<file path="src/shared/rcc_pkg.sv">
// Constants, field layout and types of the receiver configuration handler
package rcc_pkg;

  // ****************************************
  // Packet layout
  // ****************************************
  localparam int RCC_PKT_LEN = 43;
  localparam int RCC_QUERY_LEN = 1;
  localparam int RCC_B_SUB = 0;
  localparam int RCC_B_DIM = 1;
  localparam int RCC_B_DGPS = 2;
  localparam int RCC_B_DYN = 3;
  localparam int RCC_B_SOL = 4;
  localparam int RCC_B_ELEV = 5;
  localparam int RCC_B_SIG = 9;
  localparam int RCC_B_PMASK = 13;
  localparam int RCC_B_PSW = 17;
  localparam int RCC_B_AGE = 21;
  localparam int RCC_B_FOL = 22;
  localparam int RCC_B_RSV0 = 23;
  localparam int RCC_B_MEAS = 25;
  localparam int RCC_B_FIX = 26;
  localparam int RCC_B_RSV1 = 27;

  // ****************************************
  // Codes
  // ****************************************
  localparam logic [7:0] RCC_SUB_PRIMARY = 8'h00;
  localparam logic [7:0] RCC_KEEP_BYTE = 8'hff;
  localparam logic [7:0] RCC_RSVD_BYTE = 8'hff;
  localparam logic [31:0] RCC_KEEP_FLOAT = 32'hbf800000;
  localparam logic [31:0] RCC_ELEV_MAX = 32'h3fc90fdb;
  localparam logic [7:0] RCC_DIM_AUTO = 8'h00;
  localparam logic [7:0] RCC_DIM_1SV = 8'h01;
  localparam logic [7:0] RCC_DIM_2D = 8'h03;
  localparam logic [7:0] RCC_DIM_3D = 8'h04;
  localparam logic [7:0] RCC_DIM_DREF = 8'h05;
  localparam logic [7:0] RCC_DIM_2DHOLD = 8'h06;
  localparam logic [7:0] RCC_DIM_OVER = 8'h07;
  localparam logic [7:0] RCC_DGPS_OFF = 8'h00;
  localparam logic [7:0] RCC_DGPS_REQ = 8'h01;
  localparam logic [7:0] RCC_DGPS_AUTO = 8'h03;
  localparam logic [7:0] RCC_DYN_LAND = 8'h01;
  localparam logic [7:0] RCC_DYN_SEA = 8'h02;
  localparam logic [7:0] RCC_DYN_AIR = 8'h03;
  localparam logic [7:0] RCC_DYN_STATIC = 8'h04;
  localparam logic [7:0] RCC_SOL_OVER = 8'h01;
  localparam logic [7:0] RCC_FOL_NEVER = 8'h00;
  localparam logic [7:0] RCC_RATE_1HZ = 8'h00;

  // ****************************************
  // Reset values
  // ****************************************
  localparam logic [31:0] RCC_ELEV_RST = 32'h3e32b021;
  localparam logic [31:0] RCC_SIG_RST = 32'h40800000;
  localparam logic [31:0] RCC_PMASK_RST = 32'h41000000;
  localparam logic [31:0] RCC_PSW_RST = 32'h40c00000;
  localparam logic [7:0] RCC_AGE_RST = 8'h1e;
  localparam logic [31:0] RCC_HYST_DEFAULT = 32'h00100000;

  // ****************************************
  // Types
  // ****************************************
  typedef struct packed {
    logic [7:0] dim;
    logic [7:0] dgps;
    logic [7:0] dyn;
    logic [7:0] sol;
    logic [31:0] elev;
    logic [31:0] sig;
    logic [31:0] pmask;
    logic [31:0] psw;
    logic [7:0] age;
    logic [7:0] fol;
    logic [7:0] meas;
    logic [7:0] fix;
  } rcc_cfg_t;

  localparam rcc_cfg_t RCC_CFG_RESET = '{
    dim: RCC_DIM_3D, dgps: RCC_DGPS_AUTO, dyn: RCC_DYN_LAND, sol: RCC_SOL_OVER,
    elev: RCC_ELEV_RST, sig: RCC_SIG_RST, pmask: RCC_PMASK_RST, psw: RCC_PSW_RST,
    age: RCC_AGE_RST, fol: RCC_FOL_NEVER, meas: RCC_RATE_1HZ, fix: RCC_RATE_1HZ};

  typedef enum logic [1:0] {RCC_SURV_OFF, RCC_SURV_ACTIVE, RCC_SURV_DONE} rcc_survey_t;
  typedef enum logic {RCC_REP_IDLE, RCC_REP_SEND} rcc_rep_t;

endpackage

</file>
<file path="src/shared/rcc_sat_if.sv">
// Satellite level check signals between the handler and its hysteresis filter
`timescale 1ns/1ns
`default_nettype none
interface rcc_sat_if;
  logic [31:0] level;
  logic [31:0] threshold;
  logic valid;
  logic in_use;
  logic admit;
  modport filt (input level, input threshold, input valid, input in_use, output admit);
  modport ctrl (output level, output threshold, output valid, output in_use, input admit);
endinterface
`default_nettype wire

</file>
<file path="src/hdl/rcc_sat_filter.sv">
// Hysteresis compare of a satellite signal level against the level threshold
`timescale 1ns/1ns
`default_nettype none
module rcc_sat_filter
  import rcc_pkg::*;
#(
  parameter logic [31:0] HYST = RCC_HYST_DEFAULT
) (
  // Clock and reset
  input wire logic clk,
  input wire logic rst,
  // Level check
  rcc_sat_if.filt sat
);

  logic admit;
  logic next_admit;
  logic [31:0] low_lim;
  logic [31:0] high_lim;

  // ****************************************
  // Compare on raw positive float codes
  // ****************************************
  always_comb begin
    low_lim = (sat.threshold > HYST) ? sat.threshold - HYST : 32'h00000000;
    high_lim = sat.threshold + HYST;
    next_admit = admit;
    if (sat.valid) begin
      if (sat.level[31]) begin
        next_admit = 1'b0;
      end else if (sat.in_use) begin
        next_admit = (sat.level >= low_lim);
      end else begin
        next_admit = (sat.level > high_lim);
      end
    end
  end

  always_ff @(posedge clk or posedge rst) begin
    if (rst) begin
      admit <= 1'b0;
    end else begin
      admit <= next_admit;
    end
  end

  assign sat.admit = admit;

endmodule
`default_nettype wire

</file>
<file path="src/hdl/rcc_top.sv">
// Primary receiver configuration command handler with three configuration sets
`timescale 1ns/1ns
`default_nettype none

// Function
// - Three configuration sets; survey state selects mobile, survey or timing set.
// - Survey state change switches active set with no command.
// - Writes update only the active set.
// - Survey and timing sets restrict dynamics and dimension codes.
// - Single subcode-0 byte is a query; answer with full active set report.
// - Byte 0xFF or float -1.0 leaves the field unchanged.
// - Dimension codes 0,1,3,4,5,6,7; reset default full 3D.
// - Differential mode codes 0,1,3; default automatic.
// - Dynamics codes 1 to 4; default land.
// - Elevation mask float bytes 5-8, zero to half pi, default 0.1745.
// - Signal level threshold float bytes 9-12, default 4.0.
// - Dilution mask bytes 13-16 default 8; switch bytes 17-20 default 6.
// - Switch threshold used only in automatic dimension.
// - Age limit, foliage, rates decoded; reserved bytes ignored.
// - Hysteresis on signal level threshold for used and new satellites.
module rcc_top
  import rcc_pkg::*;
#(
  parameter logic [31:0] HYST = RCC_HYST_DEFAULT
) (
  // Clock and reset
  input wire logic REF_CLK,
  input wire logic SYS_RST,
  // Survey state
  input wire logic [1:0] SURVEY_STATE,
  // Command byte stream
  input wire logic PKT_VALID,
  input wire logic PKT_FIRST,
  input wire logic PKT_LAST,
  input wire logic [7:0] PKT_DATA,
  output logic PKT_READY,
  // Report byte stream
  output logic REP_VALID,
  output logic REP_LAST,
  output logic [7:0] REP_DATA,
  input wire logic REP_READY,
  // Command status
  output logic CMD_DONE,
  output logic CMD_ERROR,
  output logic [1:0] ACTIVE_SET,
  // Active configuration
  output logic [7:0] CFG_DIM,
  output logic [7:0] CFG_DGPS,
  output logic [7:0] CFG_DYN,
  output logic [31:0] CFG_ELEV,
  output logic [31:0] CFG_SIG,
  output logic [31:0] CFG_PDOP_MASK,
  output logic [31:0] CFG_PDOP_SWITCH,
  output logic CFG_SWITCH_EN,
  output logic [7:0] CFG_AGE,
  // Satellite level check
  input wire logic SAT_VALID,
  input wire logic SAT_IN_USE,
  input wire logic [31:0] SAT_LEVEL,
  output logic SAT_ADMIT
);

  // ****************************************
  // Survey state and active set
  // ****************************************
  rcc_survey_t act_state;
  rcc_survey_t next_act_state;

  always_comb begin
    next_act_state = act_state;
    unique case (SURVEY_STATE)
      2'h0: next_act_state = RCC_SURV_OFF;
      2'h1: next_act_state = RCC_SURV_ACTIVE;
      2'h2: next_act_state = RCC_SURV_DONE;
      default: next_act_state = act_state;
    endcase
  end

  always_ff @(posedge REF_CLK or posedge SYS_RST) begin
    if (SYS_RST) begin
      act_state <= RCC_SURV_OFF;
    end else begin
      act_state <= next_act_state;
    end
  end

  // ****************************************
  // Command receive buffer
  // ****************************************
  logic [7:0] rx_buf [RCC_PKT_LEN];
  logic [7:0] next_rx_buf [RCC_PKT_LEN];
  logic [5:0] rx_cnt;
  logic [5:0] next_rx_cnt;
  logic [5:0] rx_idx;
  logic rx_take;
  logic do_query;
  logic do_write;
  logic bad_cmd;
  rcc_rep_t rep_state;

  assign PKT_READY = (rep_state == RCC_REP_IDLE);
  assign rx_take = PKT_VALID && PKT_READY;
  assign rx_idx = PKT_FIRST ? 6'h00 : rx_cnt;

  always_comb begin
    next_rx_buf = rx_buf;
    next_rx_cnt = rx_cnt;
    do_query = 1'b0;
    do_write = 1'b0;
    bad_cmd = 1'b0;
    if (rx_take) begin
      if (rx_idx < 6'(RCC_PKT_LEN)) begin
        next_rx_buf[rx_idx] = PKT_DATA;
        next_rx_cnt = rx_idx + 6'h01;
      end else begin
        next_rx_cnt = 6'(RCC_PKT_LEN + 1);
      end
      if (PKT_LAST) begin
        next_rx_cnt = 6'h00;
        if (rx_idx == 6'(RCC_QUERY_LEN - 1) && PKT_DATA == RCC_SUB_PRIMARY) begin
          do_query = 1'b1;
        end else if (rx_idx == 6'(RCC_PKT_LEN - 1) && rx_buf[RCC_B_SUB] == RCC_SUB_PRIMARY) begin
          do_write = 1'b1;
        end else begin
          bad_cmd = 1'b1;
        end
      end
    end
  end

  always_ff @(posedge REF_CLK or posedge SYS_RST) begin
    if (SYS_RST) begin
      rx_cnt <= 6'h00;
      for (int i = 0; i < RCC_PKT_LEN; i++) begin
        rx_buf[i] <= 8'h00;
      end
    end else begin
      rx_cnt <= next_rx_cnt;
      rx_buf <= next_rx_buf;
    end
  end

  // ****************************************
  // Field checks
  // ****************************************
  function automatic logic [31:0] get32(input int b);
    get32 = {rx_buf[b], rx_buf[b+1], rx_buf[b+2], rx_buf[b+3]};
  endfunction

  function automatic logic dim_ok(input logic [7:0] v, input rcc_survey_t s);
    logic legal;
    legal = (v == RCC_DIM_AUTO) || (v == RCC_DIM_1SV) || (v == RCC_DIM_2D) ||
            (v == RCC_DIM_3D) || (v == RCC_DIM_DREF) || (v == RCC_DIM_2DHOLD) ||
            (v == RCC_DIM_OVER);
    unique case (s)
      RCC_SURV_ACTIVE: dim_ok = (v == RCC_DIM_AUTO) || (v == RCC_DIM_2D) ||
                                (v == RCC_DIM_3D);
      RCC_SURV_DONE: dim_ok = (v == RCC_DIM_1SV) || (v == RCC_DIM_OVER);
      RCC_SURV_OFF: dim_ok = legal;
    endcase
  endfunction

  function automatic logic dyn_ok(input logic [7:0] v, input rcc_survey_t s);
    unique case (s)
      RCC_SURV_ACTIVE: dyn_ok = (v >= RCC_DYN_LAND) && (v <= RCC_DYN_AIR);
      RCC_SURV_DONE: dyn_ok = (v == RCC_DYN_STATIC);
      RCC_SURV_OFF: dyn_ok = (v >= RCC_DYN_LAND) && (v <= RCC_DYN_STATIC);
    endcase
  endfunction

  // ****************************************
  // Configuration sets
  // ****************************************
  rcc_cfg_t sets [3];
  rcc_cfg_t next_sets [3];
  rcc_cfg_t upd;
  logic [7:0] b;
  logic [31:0] f;

  always_comb begin
    next_sets = sets;
    upd = sets[act_state];
    b = 8'h00;
    f = 32'h00000000;
    if (do_write) begin
      b = rx_buf[RCC_B_DIM];
      if (b != RCC_KEEP_BYTE && dim_ok(b, act_state)) upd.dim = b;
      b = rx_buf[RCC_B_DGPS];
      if (b == RCC_DGPS_OFF || b == RCC_DGPS_REQ || b == RCC_DGPS_AUTO) upd.dgps = b;
      b = rx_buf[RCC_B_DYN];
      if (b != RCC_KEEP_BYTE && dyn_ok(b, act_state)) upd.dyn = b;
      if (rx_buf[RCC_B_SOL] == RCC_SOL_OVER) upd.sol = RCC_SOL_OVER;
      f = get32(RCC_B_ELEV);
      if (f != RCC_KEEP_FLOAT && !f[31] && f <= RCC_ELEV_MAX) upd.elev = f;
      f = get32(RCC_B_SIG);
      if (f != RCC_KEEP_FLOAT) upd.sig = f;
      f = get32(RCC_B_PMASK);
      if (f != RCC_KEEP_FLOAT) upd.pmask = f;
      f = get32(RCC_B_PSW);
      if (f != RCC_KEEP_FLOAT) upd.psw = f;
      b = rx_buf[RCC_B_AGE];
      if (b != RCC_KEEP_BYTE) upd.age = b;
      if (rx_buf[RCC_B_FOL] == RCC_FOL_NEVER) upd.fol = RCC_FOL_NEVER;
      if (rx_buf[RCC_B_MEAS] == RCC_RATE_1HZ) upd.meas = RCC_RATE_1HZ;
      if (rx_buf[RCC_B_FIX] == RCC_RATE_1HZ) upd.fix = RCC_RATE_1HZ;
      next_sets[act_state] = upd;
    end
  end

  always_ff @(posedge REF_CLK or posedge SYS_RST) begin
    if (SYS_RST) begin
      for (int i = 0; i < 3; i++) begin
        sets[i] <= RCC_CFG_RESET;
      end
    end else begin
      sets <= next_sets;
    end
  end

  // ****************************************
  // Report generator
  // ****************************************
  rcc_rep_t next_rep_state;
  rcc_cfg_t rep_cfg;
  rcc_cfg_t next_rep_cfg;
  logic [5:0] rep_idx;
  logic [5:0] next_rep_idx;
  logic [7:0] rep_data;
  logic [7:0] next_rep_data;

  function automatic logic [7:0] rep_byte(input rcc_cfg_t c, input logic [5:0] i);
    logic [31:0] fs;
    logic [1:0] k;
    fs = (i < 6'(RCC_B_SIG)) ? c.elev : (i < 6'(RCC_B_PMASK)) ? c.sig :
         (i < 6'(RCC_B_PSW)) ? c.pmask : c.psw;
    k = 2'(i - 6'(RCC_B_ELEV));
    if (i == 6'(RCC_B_SUB)) rep_byte = RCC_SUB_PRIMARY;
    else if (i == 6'(RCC_B_DIM)) rep_byte = c.dim;
    else if (i == 6'(RCC_B_DGPS)) rep_byte = c.dgps;
    else if (i == 6'(RCC_B_DYN)) rep_byte = c.dyn;
    else if (i == 6'(RCC_B_SOL)) rep_byte = c.sol;
    else if (i < 6'(RCC_B_AGE)) rep_byte = fs[6'd31 - {k, 3'b000} -: 8];
    else if (i == 6'(RCC_B_AGE)) rep_byte = c.age;
    else if (i == 6'(RCC_B_FOL)) rep_byte = c.fol;
    else if (i == 6'(RCC_B_MEAS)) rep_byte = c.meas;
    else if (i == 6'(RCC_B_FIX)) rep_byte = c.fix;
    else rep_byte = RCC_RSVD_BYTE;
  endfunction

  always_comb begin
    next_rep_state = rep_state;
    next_rep_cfg = rep_cfg;
    next_rep_idx = rep_idx;
    next_rep_data = rep_data;
    unique case (rep_state)
      RCC_REP_IDLE: begin
        if (do_query) begin
          next_rep_state = RCC_REP_SEND;
          next_rep_cfg = sets[act_state];
          next_rep_idx = 6'h00;
          next_rep_data = rep_byte(sets[act_state], 6'h00);
        end
      end
      RCC_REP_SEND: begin
        if (REP_READY) begin
          if (rep_idx == 6'(RCC_PKT_LEN - 1)) begin
            next_rep_state = RCC_REP_IDLE;
          end else begin
            next_rep_idx = rep_idx + 6'h01;
            next_rep_data = rep_byte(rep_cfg, rep_idx + 6'h01);
          end
        end
      end
    endcase
  end

  always_ff @(posedge REF_CLK or posedge SYS_RST) begin
    if (SYS_RST) begin
      rep_state <= RCC_REP_IDLE;
      rep_cfg <= RCC_CFG_RESET;
      rep_idx <= 6'h00;
      rep_data <= 8'h00;
    end else begin
      rep_state <= next_rep_state;
      rep_cfg <= next_rep_cfg;
      rep_idx <= next_rep_idx;
      rep_data <= next_rep_data;
    end
  end

  assign REP_VALID = (rep_state == RCC_REP_SEND);
  assign REP_LAST = REP_VALID && (rep_idx == 6'(RCC_PKT_LEN - 1));
  assign REP_DATA = rep_data;

  // ****************************************
  // Status and active configuration outputs
  // ****************************************
  rcc_cfg_t cfg_out;
  rcc_cfg_t next_cfg_out;
  logic done;
  logic next_done;
  logic err;
  logic next_err;

  always_comb begin
    next_cfg_out = sets[act_state];
    next_done = do_write;
    next_err = bad_cmd;
  end

  always_ff @(posedge REF_CLK or posedge SYS_RST) begin
    if (SYS_RST) begin
      cfg_out <= RCC_CFG_RESET;
      done <= 1'b0;
      err <= 1'b0;
    end else begin
      cfg_out <= next_cfg_out;
      done <= next_done;
      err <= next_err;
    end
  end

  assign CMD_DONE = done;
  assign CMD_ERROR = err;
  assign ACTIVE_SET = act_state;
  assign CFG_DIM = cfg_out.dim;
  assign CFG_DGPS = cfg_out.dgps;
  assign CFG_DYN = cfg_out.dyn;
  assign CFG_ELEV = cfg_out.elev;
  assign CFG_SIG = cfg_out.sig;
  assign CFG_PDOP_MASK = cfg_out.pmask;
  assign CFG_PDOP_SWITCH = cfg_out.psw;
  assign CFG_SWITCH_EN = (cfg_out.dim == RCC_DIM_AUTO);
  assign CFG_AGE = cfg_out.age;

  // ****************************************
  // Satellite level hysteresis
  // ****************************************
  rcc_sat_if sat ();

  assign sat.level = SAT_LEVEL;
  assign sat.threshold = cfg_out.sig;
  assign sat.valid = SAT_VALID;
  assign sat.in_use = SAT_IN_USE;
  assign SAT_ADMIT = sat.admit;

  rcc_sat_filter #(
    .HYST(HYST)
  ) u_filter (
    .clk(REF_CLK),
    .rst(SYS_RST),
    .sat(sat.filt)
  );

endmodule
`default_nettype wire

</file>
<file path="config.mk">
export PLATFORM = sky130hd
export DESIGN_NAME = rcc_top
export DESIGN_NICKNAME = d
export VERILOG_FILES = /design/src/shared/rcc_pkg.sv /design/src/shared/rcc_sat_if.sv /design/src/hdl/rcc_sat_filter.sv /design/src/hdl/rcc_top.sv
export SDC_FILE = /design/constraint.sdc
export NUM_CORES = 2
export LEC_CHECK = 0
export BUFFER_PORTS_ARGS = -buffer_cell sky130_fd_sc_hd__buf_2
export CAP_MARGIN = 20
export CORE_MARGIN = 1.5
export CORE_UTILIZATION = 56
export CTS_BUF_LIST = sky130_fd_sc_hd__clkbuf_4 sky130_fd_sc_hd__clkbuf_8
export CTS_CLUSTER_DIAMETER = 200
export DETAILED_ROUTE_END_ITERATION = 7
export MAX_ROUTING_LAYER = met4
export PLACE_DENSITY = 0.78
export SLEW_MARGIN = 15
export SYNTH_ARGS = -nofsm -noshare
export SYNTH_HDL_FRONTEND = slang
export SYNTH_SLANG_ARGS = --single-unit
</file>
<file path="constraint.sdc">
create_clock -name REF_CLK -period 40.4 [get_ports REF_CLK]
set_input_delay 0 -clock REF_CLK [delete_from_list [all_inputs] [get_ports REF_CLK]]
set_output_delay 0 -clock REF_CLK [all_outputs]
set_load 0.01 [all_outputs]
</file>
==> impl_metrics.py <==
metrics = {
    "floorplanning": {
        "die_y_um": 301,
        "dieArea_um2": 90700,
        "rows": 109,
        "start_util": 0.565,
        "io_pins": 227,
        "die_x_um": 301,
        "core_um2": 88200,
    },
    "synth": {
        "synthArstFlopShare": 1.00,
        "synthCells": 4555,
        "ys_warn_count": 0,
        "synth-edff-count": 0,
        "ys_seq_area_frac": 0.583,
        "synth_compound_area_frac": 0.119,
        "synth-simple-area-share": 0.104,
        "ys_types": 74,
        "synth_top_family_by_area": "multiplexers",
        "syn_avg_cell_area_um2": 10.9,
        "ys.flop_type": "dfrtp_1",
        "synthesis.nets": 4680,
        "syn_area_um2": 49800,
        "synthXorXnorAreaFrac": 0.00369,
        "synth.mux.area_fraction": 0.145,
        "post_synth_fa_ha_maj_area_fraction": 0.0188,
        "yosys_register_bits": 1154,
    },
    "global_routing": {
        "gr-total-overflow": 0,
        "grt.met1_usage": 0.409,
        "grt_first_pass_wirelength_um": 206000,
        "grt_max_degree": 194,
        "top_usage_layer": "met2",
        "grt_pass1_vias": 35300,
        "antenna_found_initial": 4,
        "use_met3": 0.0604,
        "met2_usage": 0.454,
        "groute.usage.overall": 0.302,
    },
    "routing": {
        "wl_per_cell_um": 21.7,
        "avgViaCountPerCell": 5.97,
        "route.detailed.drc": 0,
        "drt_pre_antenna_iters": 7,
        "ant_nets": 0,
        "drtIter0Drc": 3512,
        "wirelength_um": 132000,
        "vias": 36300,
    },
    "setup_path": {
        "cp.required_ps": 41140,
        "path_max_fanout": 31,
        "cp-start-kind": "flip-flop",
        "crit_top_cell": "a21oi_1",
        "crit_chain": "inv_1 > ha_1 > nor4b_1 > nand4_1 > nor4_1 > o21ai_2 > buf_4 > and2_1 > ha_1 > nand2b_1 > a21o_1 > a21oi_1 > o21ai_0 > a21oi_1 > o311ai_0 > a21oi_1 > o32ai_1 > dlygate4sd3_1",
        "crit_type": "flip-flop to flip-flop",
        "cp_slowest_cell": "dlygate4sd3_1",
        "critPathBufInv": 3,
        "cpPeakStageDelay_ps": 580,
        "critPathTopFamily": "simple AND/OR/NAND/NOR gates",
        "worst_ep_arrival_time_ps": 5240,
        "cp-end-kind": "flip-flop",
    },
    "sta": {
        "min_period_ps": 4490,
        "rsz0062_at_grt": "no",
        "layout_setup_ws_ps": 35910,
        "finalSetupViolations": 0,
        "finalSetupTns_ps": 0,
        "hold_violations": 0,
        "slew_viol_final": 0,
        "worst_slew_pin_slew_ps": 1190,
        "skew_ps": 61.5,
        "max_freq_mhz": 223,
        "relSlewSlack": 0.200,
        "timing.final.crit_share": 0.111,
    },
    "clock_network": {
        "cts-htree-levels": 4,
        "cts-root-buf": "clkbuf_8",
        "cts.sinks": 1154,
        "post_cts_resized": 0,
        "cts_buffers": 179,
        "clk_path_buf_depth": 3,
        "cts_setup_buffers": 0,
        "cts_tree": "yes",
        "clk_pin_slew_ps": 60,
        "hold_buffers": 26,
        "insertion_delay_ps": 870,
    },
    "layout": {
        "syn_to_final_growth_pct": 12.6,
        "fin_nets": 4882,
        "fin_area_um2": 56100,
        "stdcell_count": 6080,
        "nFillCells": 6753,
        "drive_gt1_frac": 0.246,
    },
    "outcome": {
        "status": "finished, final reports clean",
    },
    "placed_design": {
        "pre_cts_slack_ps": 35830,
        "portBuffers": 226,
        "dpl-instance-area_um2": 51800,
        "gp_congestion": 0.953,
        "dp.cells": 5709,
        "dp_hpwl_um": 83900,
    },
    "power_and_ir_drop": {
        "power_mw": 2.39,
        "p_per_area_nw_per_um2": 42.6,
        "p_leak_nw": 26.0,
        "ir_drop_mv": 0.0394,
    },
    "hold_path": {
        "hold_class": "input port to flip-flop",
    },
    "run": {
        "max_cap_violations": 0,
    },
}
## through the flow
stage	utilization	hold WS (ps)
2_1_floorplan	-	103
3_3_place_gp	0.587	213
3_5_place_dp	0.587	223
4_1_cts	0.634	3.69
5_1_grt	0.636	15.8
6_report	0.636	82.0
## state kept, by name, summed over array words and instances, names as in the netlist, 2 cells and up
name,cells
sets,576
rx_buf,200
rep_cfg,192
CFG_ELEV,32
CFG_PDOP_MASK,32
CFG_PDOP_SWITCH,32
CFG_SIG,32
CFG_AGE,8
CFG_DGPS,8
CFG_DIM,8
CFG_DYN,8
REP_DATA,8
rep_idx,6
rx_cnt,6
ACTIVE_SET,2
## path summary, 6_finish.rpt
| check | startpoint | endpoint | slack [ps] | depth (start not counted) |
|---|---|---|---|---|
| setup / recovery | CFG_SIG[21] | u_filter.sat.admit | 35910 | 18 |
| hold / removal | SAT_LEVEL[31] | u_filter.sat.admit | 80 | 4 |
| setup reg to reg | CFG_SIG[21] | u_filter.sat.admit | 35910 | 18 |
| hold reg to reg | sets[461] | sets[461] | 480 | 2 |
| max in group asynchronous | SYS_RST | CFG_DIM[5] | 36960 | 8 |
| min in group asynchronous | SYS_RST | CFG_PDOP_MASK[28] | 490 | 4 |
## placed cells by master, fill, tap and decap left out, types with 8 or more instances in the layout
cell and n:
buf_4 42, clkbuf_4 84, mux2i_1 236, o21ai_0 836
o22ai_1 12, dfrtp_1 1008, mux2_2 391, nand2_1 943
o21ai_1 8, a21o_1 19, buf_2 226, inv_1 41
nor2_1 72, mux4_2 19, ha_1 75, o21a_1 9
a21oi_1 137, dfstp_2 144, nand2b_1 23, dlygate4sd3_1 26
clkbuf_8 218, nor4_1 35, nor3_1 17, or4_1 10
nand4_1 32, and3_1 10, clkinv_2 18, nand3_1 28
xor2_1 14
## worst register-to-register path, delay by kind of cell, from the launching register on
family          cells  cell delay [ps]
simple gates        5             1280
flops               1              460
fa+ha+maj           2              450
compound gates      8             1250
buf+inv             3              960
## final cells by class
class / count / area, um^2 / area share
inverter: 43 / 169 / 0.00301
tap: 1165 / 1460 / 0.0260
sequential: 1154 / 29100 / 0.518
clock inverter: 32 / 277 / 0.00493
clock buffer: 302 / 3630 / 0.0647
multi-input combinational: 3074 / 19500 / 0.348
timing repair buffer: 305 / 1960 / 0.0349
antenna: 5 / 12.5 / 0.000223
## cells in the mapped netlist, drive strengths merged, types with 24 or more instances
master,instances,area (um^2)
inv,43,161
nand3,31,160
a21oi,137,686
buf,68,338
nand2b,24,158
nand4,32,200
mux2,393,4430
nand2,945,3550
nor4,40,263
ha,75,938
dfrtp,1010,25300
nor2,74,278
o21ai,845,4230
clkbuf,216,811
dfstp,144,3780
mux2i,236,2360
## layer usage
layer  vias to the layer above  wire length (um)
li1                      16400                 -
met1                     18300             56100
met2                      1404             61600
met3                       263              9890
met4                         0              4490
met5                         -                 0
## cell families after synthesis
family | count (synthesis)
buffers and inverters | 327
multiplexers | 648
flip-flops | 1154
AO/OA/AOI/OAI | 1103
AND/OR/NAND/NOR | 1227
XOR/XNOR | 21
adder cells (fa/ha/maj) | 75
## report_power, final
group	switching, mW	internal [mW]
combinational	0.109	0.0504
sequential	0.0177	1.17
clock	0.460	0.582
(Power assumes the default switching activity.)
